File: src/common/ebos_pkg.sv
// Constants, field layout and states of the ordinary-space bus controller.
// Assumes a 16-bit external data bus and four chip-select areas.
package ebos_pkg;
	// Register offsets on the local register port
	localparam logic [3:0] OFS_IDLE_CTL = 4'h0;
	localparam logic [3:0] OFS_WAIT_CTL = 4'h4;
	localparam logic [3:0] OFS_STATUS = 4'h8;
	// Reset values and reserved bits that read as one
	localparam logic [15:0] RST_IDLE_CTL = 16'hffff;
	localparam logic [15:0] RST_WAIT_CTL = 16'hffff;
	localparam logic [15:0] WAIT_RSV_MASK = 16'hcccc;
	// Field positions inside the two control registers
	localparam int IW_LSB = 8;
	localparam int CW_LSB = 4;
	localparam int SW_LSB = 0;
	localparam int WT_STRIDE = 4;
	// Address decode positions
	localparam int SPACE_MSB = 31;
	localparam int SPACE_LSB = 24;
	localparam int AREA_MSB = 23;
	localparam int AREA_LSB = 22;
	localparam int EXT_ADDR_MSB = 21;
	localparam int EXT_ADDR_LSB = 1;
	// Saturation of the bus idle counter
	localparam logic [1:0] IDLE_SAT = 2'h3;
	// Bus cycle states, one-hot
	typedef enum logic [6:0] {
		ST_IDLE = 7'h01,
		ST_GAP = 7'h02,
		ST_LEAD = 7'h04,
		ST_T1 = 7'h08,
		ST_TW = 7'h10,
		ST_T2 = 7'h20,
		ST_TRAIL = 7'h40
	} ebos_state_e;
endpackage

File: src/hw/ebos_ctrl.sv
// Ordinary-space bus controller for four external chip-select areas.
// Assumes a CPU-side request port and a plain local register port, one clock.
//
// Design decisions made here: the address map and the plain strobed port.
`timescale 1ns/10ps
module ebos_ctrl #(
	parameter int N_AREA = 4,
	parameter int DATA_W = 16
) (
	// Clock and reset
	input wire logic ref_clk,
	input wire logic rst_n,
	// CPU request port
	input wire logic cpu_req,
	input wire logic cpu_we,
	input wire logic [31:0] cpu_addr,
	input wire logic [1:0] cpu_be,
	input wire logic [15:0] cpu_wdata,
	output logic cpu_ready,
	output logic cpu_done,
	output logic [15:0] cpu_rdata,
	// Local register port
	input wire logic [3:0] reg_addr,
	input wire logic [15:0] reg_wdata,
	input wire logic reg_wr,
	input wire logic reg_rd,
	output logic [15:0] reg_rdata,
	// External memory bus
	output logic [ebos_pkg::EXT_ADDR_MSB:ebos_pkg::EXT_ADDR_LSB] ext_addr,
	output logic [3:0] area_select_n,
	output logic read_strobe_n,
	output logic upper_byte_write_strobe_n,
	output logic lower_byte_write_strobe_n,
	input wire logic [15:0] ext_data_in,
	output logic [15:0] ext_data_out,
	output logic ext_data_oe_n,
	input wire logic wait_req_n
);
	import ebos_pkg::*;

	// Only the documented geometry is served, refused at elaboration
	if (N_AREA != 4 || DATA_W != 16) begin : g_geometry_check
		$error("ebos_ctrl supports four areas of 16 bits only");
	end

	ebos_state_e state;
	ebos_state_e next_state;
	logic [15:0] idle_ctl;
	logic [15:0] wait_ctl;
	logic [1:0] iw [4];
	logic cw [4];
	logic sw [4];
	logic [1:0] wt [4];

	// Latched operation and history of the previous access
	logic [1:0] op_area;
	logic op_we;
	logic [1:0] op_be;
	logic op_ext;
	logic [1:0] op_wt;
	logic [1:0] wcnt;
	logic [1:0] gap_cnt;
	logic wait_smp;
	logic [1:0] last_area;
	logic last_read;
	logic last_valid;
	logic [1:0] idle_cnt;

	// State decode
	wire logic acc_any = (state == ST_LEAD) || (state == ST_T1) || (state == ST_TW)
		|| (state == ST_T2) || (state == ST_TRAIL);
	wire logic strobe_ph = (state == ST_T1) || (state == ST_TW) || (state == ST_T2);
	wire logic final_st = (state == ST_T2 && !op_ext) || (state == ST_TRAIL);

	// Per-area field split of both control registers
	genvar ga;
	generate
		for (ga = 0; ga < 4; ga++) begin : g_area
			assign iw[ga] = idle_ctl[IW_LSB + 2*ga +: 2];
			assign cw[ga] = idle_ctl[CW_LSB + ga];
			assign sw[ga] = idle_ctl[SW_LSB + ga];
			assign wt[ga] = wait_ctl[WT_STRIDE*ga +: 2];
			assign area_select_n[ga] = ~(acc_any && op_area == 2'(ga));
		end
	endgenerate

	// Request decode
	wire logic req_mapped = (cpu_addr[SPACE_MSB:SPACE_LSB] == 8'h00);
	wire logic [1:0] req_area = cpu_addr[AREA_MSB:AREA_LSB];
	// Ready depends on mapping so an unmapped answer never meets a bus answer
	assign cpu_ready = (state == ST_IDLE) || (final_st && req_mapped);
	wire logic accept = cpu_req && cpu_ready;
	wire logic launch = accept && req_mapped;

	// Previous access as seen from the current cycle
	wire logic [1:0] prev_area = final_st ? op_area : last_area;
	wire logic prev_read = final_st ? !op_we : last_read;
	wire logic prev_valid = final_st || last_valid;
	wire logic [2:0] have_sum = {1'b0, idle_cnt} + 3'h1;
	wire logic [1:0] have = final_st ? 2'h0 : (have_sum[2] ? IDLE_SAT : have_sum[1:0]);

	// Idle demand between the previous access and this one
	wire logic iw_apply = prev_valid && prev_read && (cpu_we || req_area != prev_area);
	wire logic [1:0] iw_need = iw_apply ? iw[prev_area] : 2'h0;
	wire logic cw_apply = prev_valid && req_area == prev_area && have == 2'h0;
	wire logic [1:0] cw_need = (cw_apply && cw[req_area]) ? 2'h1 : 2'h0;
	wire logic [1:0] need = (iw_need > cw_need) ? iw_need : cw_need;
	wire logic [1:0] shortfall = (need > have) ? 2'(need - have) : 2'h0;
	wire ebos_state_e req_start = sw[req_area] ? ST_LEAD : ST_T1;
	wire ebos_state_e op_start = op_ext ? ST_LEAD : ST_T1;
	wire ebos_state_e launch_st = (shortfall != 2'h0) ? ST_GAP : req_start;

	// Next state of the bus cycle
	always_comb begin
		next_state = state;
		unique case (state)
			ST_IDLE: begin
				if (launch) begin
					next_state = launch_st;
				end
			end
			ST_GAP: begin
				if (gap_cnt == 2'h1) begin
					next_state = op_start;
				end
			end
			ST_LEAD: begin
				next_state = ST_T1;
			end
			ST_T1: begin
				next_state = (op_wt != 2'h0) ? ST_TW : ST_T2;
			end
			ST_TW: begin
				if (wcnt == 2'h1 && !wait_smp) begin
					next_state = ST_T2;
				end
			end
			ST_T2: begin
				if (op_ext) begin
					next_state = ST_TRAIL;
				end else if (launch) begin
					next_state = launch_st;
				end else begin
					next_state = ST_IDLE;
				end
			end
			ST_TRAIL: begin
				next_state = launch ? launch_st : ST_IDLE;
			end
		endcase
	end

	// State register
	always_ff @(posedge ref_clk or negedge rst_n) begin
		if (!rst_n) begin
			state <= ST_IDLE;
		end else begin
			state <= next_state;
		end
	end

	// Operation latch, taken when a request is launched
	always_ff @(posedge ref_clk or negedge rst_n) begin
		if (!rst_n) begin
			op_area <= 2'h0;
			op_we <= 1'b0;
			op_be <= 2'h0;
			op_ext <= 1'b0;
			op_wt <= 2'h0;
			ext_addr <= '0;
			ext_data_out <= 16'h0000;
		end else if (launch) begin
			op_area <= req_area;
			op_we <= cpu_we;
			op_be <= cpu_be;
			op_ext <= sw[req_area];
			op_wt <= wt[req_area];
			ext_addr <= cpu_addr[EXT_ADDR_MSB:EXT_ADDR_LSB];
			ext_data_out <= cpu_wdata;
		end
	end

	// Software wait counter; sampled request lags the pin by one edge
	always_ff @(posedge ref_clk or negedge rst_n) begin
		if (!rst_n) begin
			wcnt <= 2'h0;
			wait_smp <= 1'b0;
		end else begin
			wait_smp <= !wait_req_n;
			if (state == ST_T1) begin
				wcnt <= op_wt;
			end else if (state == ST_TW && wcnt != 2'h1) begin
				wcnt <= wcnt - 2'h1;
			end
		end
	end

	// Gap counter for inserted idle cycles
	always_ff @(posedge ref_clk or negedge rst_n) begin
		if (!rst_n) begin
			gap_cnt <= 2'h0;
		end else if (launch) begin
			gap_cnt <= shortfall;
		end else if (state == ST_GAP) begin
			gap_cnt <= gap_cnt - 2'h1;
		end
	end

	// History: bus idle cycles since the last access and its kind
	always_ff @(posedge ref_clk or negedge rst_n) begin
		if (!rst_n) begin
			idle_cnt <= IDLE_SAT;
			last_area <= 2'h0;
			last_read <= 1'b0;
			last_valid <= 1'b0;
		end else if (final_st) begin
			idle_cnt <= 2'h0;
			last_area <= op_area;
			last_read <= !op_we;
			last_valid <= 1'b1;
		end else if (!acc_any && idle_cnt != IDLE_SAT) begin
			idle_cnt <= idle_cnt + 2'h1;
		end
	end

	// Read lanes kept only where the CPU asked for them
	wire logic [15:0] lane_mask = {{8{op_be[1]}}, {8{op_be[0]}}};

	// CPU answer, one cycle after the last strobe state or after an unmapped request is accepted
	always_ff @(posedge ref_clk or negedge rst_n) begin
		if (!rst_n) begin
			cpu_done <= 1'b0;
			cpu_rdata <= 16'h0000;
		end else begin
			cpu_done <= (state == ST_T2) || (accept && !req_mapped);
			if (state == ST_T2 && !op_we) begin
				cpu_rdata <= ext_data_in & lane_mask;
			end else if (accept && !req_mapped) begin
				cpu_rdata <= 16'h0000;
			end
		end
	end

	// External strobes; no strobe in lead or trailing states
	assign read_strobe_n = ~(strobe_ph && !op_we);
	assign upper_byte_write_strobe_n = ~(strobe_ph && op_we && op_be[1]);
	assign lower_byte_write_strobe_n = ~(strobe_ph && op_we && op_be[0]);
	// Write data held into the trailing state for slow write hold
	assign ext_data_oe_n = ~(op_we && (strobe_ph || state == ST_TRAIL));

	// Register write decode
	wire logic wr_idle = reg_wr && reg_addr == OFS_IDLE_CTL;
	wire logic wr_wait = reg_wr && reg_addr == OFS_WAIT_CTL;
	wire logic [15:0] status_word = {11'h000, wait_smp, last_read, last_area, !(state == ST_IDLE)};

	// Control registers; reserved wait bits forced to one
	always_ff @(posedge ref_clk or negedge rst_n) begin
		if (!rst_n) begin
			idle_ctl <= RST_IDLE_CTL;
			wait_ctl <= RST_WAIT_CTL;
		end else begin
			if (wr_idle) begin
				idle_ctl <= reg_wdata;
			end
			if (wr_wait) begin
				wait_ctl <= reg_wdata | WAIT_RSV_MASK;
			end
		end
	end

	// Read data, valid the cycle after the read strobe only
	always_ff @(posedge ref_clk or negedge rst_n) begin
		if (!rst_n) begin
			reg_rdata <= 16'h0000;
		end else if (reg_rd) begin
			unique case (reg_addr)
				OFS_IDLE_CTL: reg_rdata <= idle_ctl;
				OFS_WAIT_CTL: reg_rdata <= wait_ctl | WAIT_RSV_MASK;
				OFS_STATUS: reg_rdata <= status_word;
				default: reg_rdata <= 16'h0000;
			endcase
		end else begin
			reg_rdata <= 16'h0000;
		end
	end

endmodule // ebos_ctrl

File: config.mk
export PLATFORM = sky130hd
export DESIGN_NAME = ebos_ctrl
export DESIGN_NICKNAME = d
export VERILOG_FILES = /design/src/common/ebos_pkg.sv /design/src/hw/ebos_ctrl.sv
export SDC_FILE = /design/constraint.sdc
export NUM_CORES = 1
export LEC_CHECK = 0
export BUFFER_PORTS_ARGS = -buffer_cell sky130_fd_sc_hd__buf_2
export CAP_MARGIN = 0
export CORE_ASPECT_RATIO = 1.2
export CORE_UTILIZATION = 50
export DETAILED_ROUTE_END_ITERATION = 8
export PLACE_DENSITY = 0.76
export SYNTH_ARGS = -nofsm -noshare
export SYNTH_HDL_FRONTEND = slang
export SYNTH_SLANG_ARGS = --single-unit
File: constraint.sdc
create_clock -name ref_clk -period 5.8 [get_ports ref_clk]
set_input_delay 1.74 -clock ref_clk [delete_from_list [all_inputs] [get_ports ref_clk]]
set_output_delay 1.74 -clock ref_clk [all_outputs]
set_load 0.03 [all_outputs]
# After elaboration in Yosys (flattened, before gate mapping)
# Index checks and enable logic that the tools add are counted.
# word_totals
register_bits	120
output_inout_bits	79
word_cells	156
# classes
addsub	5
n_lt_le_gt_ge	4
eq_ne	21
n_mux	40
bitwise_logic	11
reduce_logical	55
# ops
op	count
$pmux 7 s7	1
$mux 16	3
$pmux 16 s3	1
$mux 2	16
$mux 7	4
$logic_and 1x1->1	25
$and 16x16->16	1
$mux 4	4
$logic_or 1x1->1	12
$reduce_bool 2->1	6
$bmux 2 s2	2
$logic_not 8->1	1
$not 1->1	8
$eq 7x1->1 const B	1
$eq 7x2->1 const B	1
$eq 7x3->1 const B	1
$eq 7x4->1 const B	1
$eq 7x5->1 const B	1
$eq 7x6->1 const B	1
$eq 7x7->1 const B	1
$logic_not 1->1	7
$eq 2x1->1 const B	3
$ge 3x3->1 const B	2
$mux 1	6
19 further kinds	27

# Depth between registers and ports, before layout
# logic_depth
depth_word	18
ltp_mapped	17

# Least setup slack after synthesis
# Ideal clock, no wire load.
# synth_timing
path_type	input port to flip-flop
startpoint	input port cpu_addr[22]
endpoint	register state[3]
arrival_ns	4.686
required_time_ns	5.690
path_slack_ns	1.004
cell_stages	14
n_path_buf	1
path_cell_list	clkbuf_1 mux4_2 o21ai_0 nor2_1 ha_1 nor2_1 or3_1 o22a_1 ha_1 fa_1 o21ai_0 nand2b_1 or3b_1 o41ai_1
# synth_between
elab_chain_cells	15
# synth_lines
element	line_no	source
start, declared	ebos_ctrl.sv:16	input wire logic [31:0] cpu_addr,
$not 2->3 (not written as such)	ebos_ctrl.sv:106, ebos_ctrl.sv:109	
$bmux 1 s2	ebos_ctrl.sv:106	wire logic [1:0] cw_need = (cw_apply && cw[req_area]) ? 2'h1 : 2'h0;
$mux 1 (not written as such) (2 in a row)	ebos_ctrl.sv:106	
$logic_and 1x1->1	ebos_ctrl.sv:106	
$mux 1	ebos_ctrl.sv:106	
$gt 2x1->1	ebos_ctrl.sv:107	wire logic [1:0] need = (iw_need > cw_need) ? iw_need : cw_need;
$mux 2	ebos_ctrl.sv:107	
$sub 2x2->2 or $gt 2x2->1 (tied branches)	ebos_ctrl.sv:108	wire logic [1:0] shortfall = (need > have) ? 2'(need - have) : 2'h0;
$mux 2	ebos_ctrl.sv:108	
$reduce_bool 2->1	ebos_ctrl.sv:111	wire ebos_state_e launch_st = (shortfall != 2'h0) ? ST_GAP : req_start;
$mux 4 *	ebos_ctrl.sv:111	
$mux 4	ebos_ctrl.sv:141, ebos_ctrl.sv:148	
$mux 7	ebos_ctrl.sv:139	if (op_ext) begin
$pmux 7 s7 *	ebos_ctrl.sv:116	unique case (state)
end signal, assigned	ebos_ctrl.sv:158	state <= next_state;
end, declared	ebos_ctrl.sv:46	ebos_state_e state;
# Every way passes the cells marked *; elsewhere a longest branch is shown, timed or not. The select of a mux whose other input is x is not followed.
# A chain may end at the register's enable or synchronous reset.

# Worst setup path in the final report
# layout_timing
startpoint	input port cpu_addr[29]
endpoint	output port cpu_ready
# layout_between
elab_chain_cells	3
# layout_lines
element	line_no	source
$logic_not 8->1	ebos_ctrl.sv:88	wire logic req_mapped = (cpu_addr[SPACE_MSB:SPACE_LSB] == 8'h00);
$logic_and 1x1->1	ebos_ctrl.sv:91	assign cpu_ready = (state == ST_IDLE) || (final_st && req_mapped);
$logic_or 1x1->1	ebos_ctrl.sv:91	
end, declared	ebos_ctrl.sv:19	output logic cpu_ready,
# No other way between the ends.

==> summary.md <==
| Metric | Value |
|---|---|
| Status | `complete, no violations` |
| Synth Flop Type | `dfrtp_1` |
| Final Cycle Share | `between 80 and 90%` |
| DIE HEIGHT | `116 um` |
| PortBufs | `170` |
| H-tree depth | `4` |
| Hold Fails Final Rpt | `0` |
| Hold depth | `1` |
| Post-CTS sizing | `0` |
| Post-CTS setup buffer count | `0` |
| I/O pins | `roughly 170` |
| Clock Path Buffers | `2` |
| Initial antenna violation count | `0` |
| Internal | `approximately 2 mW` |
| #FFs+latches synth | `120` |
| Sequential power share | `38.3%` |
| Pin count of the biggest net entering global routing | `a little under 90` |
| Syn Nets | `around 530` |
| Critical Path AT | `about 3000 ps` |
| Most frequent cells in the layout | `buf_2, dfrtp_1, nor2_1` |
| Commonest non-fill, non-tap cell in the layout | `buf_2` |
| Die ar. | `between 0.01 and 0.015 mm2` |
| Reg2reg end | `state[3]` |
| Max-Cap Viols | `0` |
| Slew headroom | `27.9%` |
| Max rail drop VDD | `roughly 0.19 mV` |
| Cell Chain, Critical Path | `buf_2 -> nor4_1 -> nand2_1 -> o21bai_1 -> buf_2` |
| Post-DP HPWL | `8630 um` |
| Clock Latency Late Sink | `between 400 and 500 ps` |
| Via count | `roughly 3900` |
| Fin. max-slew vios | `0` |
| Register area share after synthesis | `56.1%` |
| Number of buffers created by CTS | `17` |
| PD cells | `between 400 and 500 mW/mm2` |
| EDFF count, synth | `0` |
| Gr usage total | `between 20% and 30%` |
| Crit path top cell by count | `buf_2` |
| Syn_area_per_cell | `roughly 13 um2` |
| CTS tree | `yes` |
| Setup Slack @ Placement | `895 ps` |
| Synthesis-to-layout area growth | `28.5%` |
| Cell Area, Synth | `between 0.005 and 0.006 mm2` |
| Vias in the first global route | `4080` |
| Setup crit end kind | `primary output` |
| P_sw | `around 850 uW` |
| Async SR Flop Fraction | `100%` |
| Post-route DRC | `0` |
| Routed WL | `11900 um` |
| Worst EP required | `4060 ps` |
| Avg WL per Cell | `around 16 um` |
| Max Freq | `208 MHz` |
| # diodes | `0` |
| Endpoints failing setup | `0` |
| First-pass GRT wire length | `between 15000 and 20000 um` |
| RSZ-0062 raised after global routing | `no` |
| Hold bufs inserted after CTS | `0` |
| TritonRoute pass-1 iters | `4` |
| Vias per cell | `5.30` |
| Startpoint types | `primary input` |
| Crit path time final | `4810 ps` |
| Core ar. | `~0.011 mm2` |
| Grt total ovfl | `0` |
| Site Rows | `41` |
| Setup slack after layout | `a little under 1000 ps` |
| Synth top area share | `between 40% and 50%` |
| Worst clock skew | `6.21 ps` |
| NumNets Final | `roughly 700` |
| Die width | `a little under 100 um` |
| Synth area leaders | `dfrtp_1, dfstp_2, mux2_1` |
| Worst-Margin Slew | `1080 ps` |
| Initial Utilization | `around half` |
| Combinational share of power | `between 20% and 30%` |
| Post-Synthesis Cells | `around 430` |
| HP Class | `register to register` |
| Synth area leader | `dfrtp_1` |
| DR iter-0 viols | `between 100 and 150` |
| HP Start | `ext_data_out[11]` |
| Synth cell types | `between 50 and 60` |
| Worst Reg-to-Reg Cells | `16` |
| Worst-path fanout max | `3` |
| Power share of the clock group | `37.0%` |
| R2r startpoint | `state[5]` |
| Sink of the worst hold path | `ext_data_out[11]` |
| CTS sink count | `120` |
| Max incr delay on CP | `620 ps` |
| Slowest cell on crit path | `nor4_1` |
| CTS Root Cell | `clkbuf_16` |
| Yosys warns | `0` |
| Setup TNS | `0 ps` |
| Share of cells above drive strength 1 | `between 40% and 50%` |
| Final GP Congestion | `0.808` |
| Worst R2R Setup Slack | `about 1400 ps` |
| Sw frac | `a little under a third` |
| Crit Path Class | `primary input to primary output` |
| Crit path from | `cpu_addr[29]` |
| Worst-path clk slew | `about 50 ps` |
| Detail Route Antenna Nets | `0` |
| Leakage power total | `3.68 nW` |
-- worst max-delay path by stage --
stage | to | slack [ps]
3_3_place_gp | state[3] | 960
5_1_grt | area_select_n[2] | 850
2_1_floorplan | state[3] | 1000
3_5_place_dp | state[3] | 900
4_1_cts | cpu_ready | 980
6_report | cpu_ready | 990
-- metal layers --
layer	global-route usage (%)	vias up	wire length [um]
met3	7.78	12	900
met1	25.6	1902	4820
li1	-	1865	-
met4	7.66	0	150
met5	0	-	0
met2	39.0	147	6020
-- logic make-up (layout without fill, tap and decap cells) --
family	count (synthesis)	in the layout	synth area share (%)
xor gates and xnor gates	6	6	0.971
and+or+nand+nor	111	111	10.5
muxes	89	89	19.2
AOI/OAI and AO/OA	60	60	8.11
adders and majority gates	9	9	2.22
DFF	120	120	56.1
buffers and inverters	31	217	2.87
-- sequential cells by signal (all words and copies together) (netlist names), 7 cells and up --
signal and flops:
idle_ctl 16, wait_ctl 8, reg_rdata 16, state 7, ext_data_out 16, cpu_rdata 16, ext_addr 21
-- metrics by stage --
step | power [mW] | util, % | std cells | area, um2 | hold slack, ps
after floorplan | 1.57 | - | 426 | 5410 | 449
after global placement | 1.74 | 60.4 | 709 | 6350 | 463
after detailed placement | 1.78 | 60.4 | 709 | 6350 | 470
after CTS | 2.83 | 66.2 | 741 | 6960 | 482
after global routing | 2.96 | 66.2 | 741 | 6960 | 492
final | 2.80 | 66.2 | 741 | 6960 | 478
-- cell type report --
type	count	area (um2)
Clock buffer	23	520
Clock inverter	9	86.3
Fill cell	819	3560
Inverter	13	48.8
Multi-Input combinational cell	275	2240
Sequential cell	120	3040
Tap cell	129	161
Timing Repair Buffer	172	868
-- cells in the mapped netlist (2+ instances only) --
library cell and instances:
dfrtp_1 93, nor2_1 49, mux2_1 44, dfstp_2 27, mux2_2 24, nand2_1 18, a22o_1 16, mux2i_1 16
inv_1 13, o21ai_0 12, a21oi_1 10, clkbuf_1 9, nand3_1 9, ha_1 8, nand2b_1 6, o211ai_1 5
buf_2 4, buf_6 4, mux4_2 4, nor2b_1 4, or3_1 4, xnor2_1 4, and2_1 3, nor4_1 3
a211oi_1 2, a31oi_1 2, nor3_1 2, o211a_1 2, o22a_1 2, xor2_1 2
-- critical path, delay by kind of cell --
family	cells	cell delay, ps
AND/OR/NAND/NOR	2	840
buffers and inverters	2	320
AO/OA/AOI/OAI	1	170
-- power groups by stage --
stage | clock network [mW] | registers [mW] | logic, mW
global placement | 0 | 1.08 | 0.660
CTS | 1.06 | 1.07 | 0.699
floorplan | 0 | 1.07 | 0.497
global route | 1.09 | 1.09 | 0.781
finish | 1.03 | 1.07 | 0.691
detailed placement | 0 | 1.08 | 0.692
Note: power is estimated with default switching activity, not from simulation.
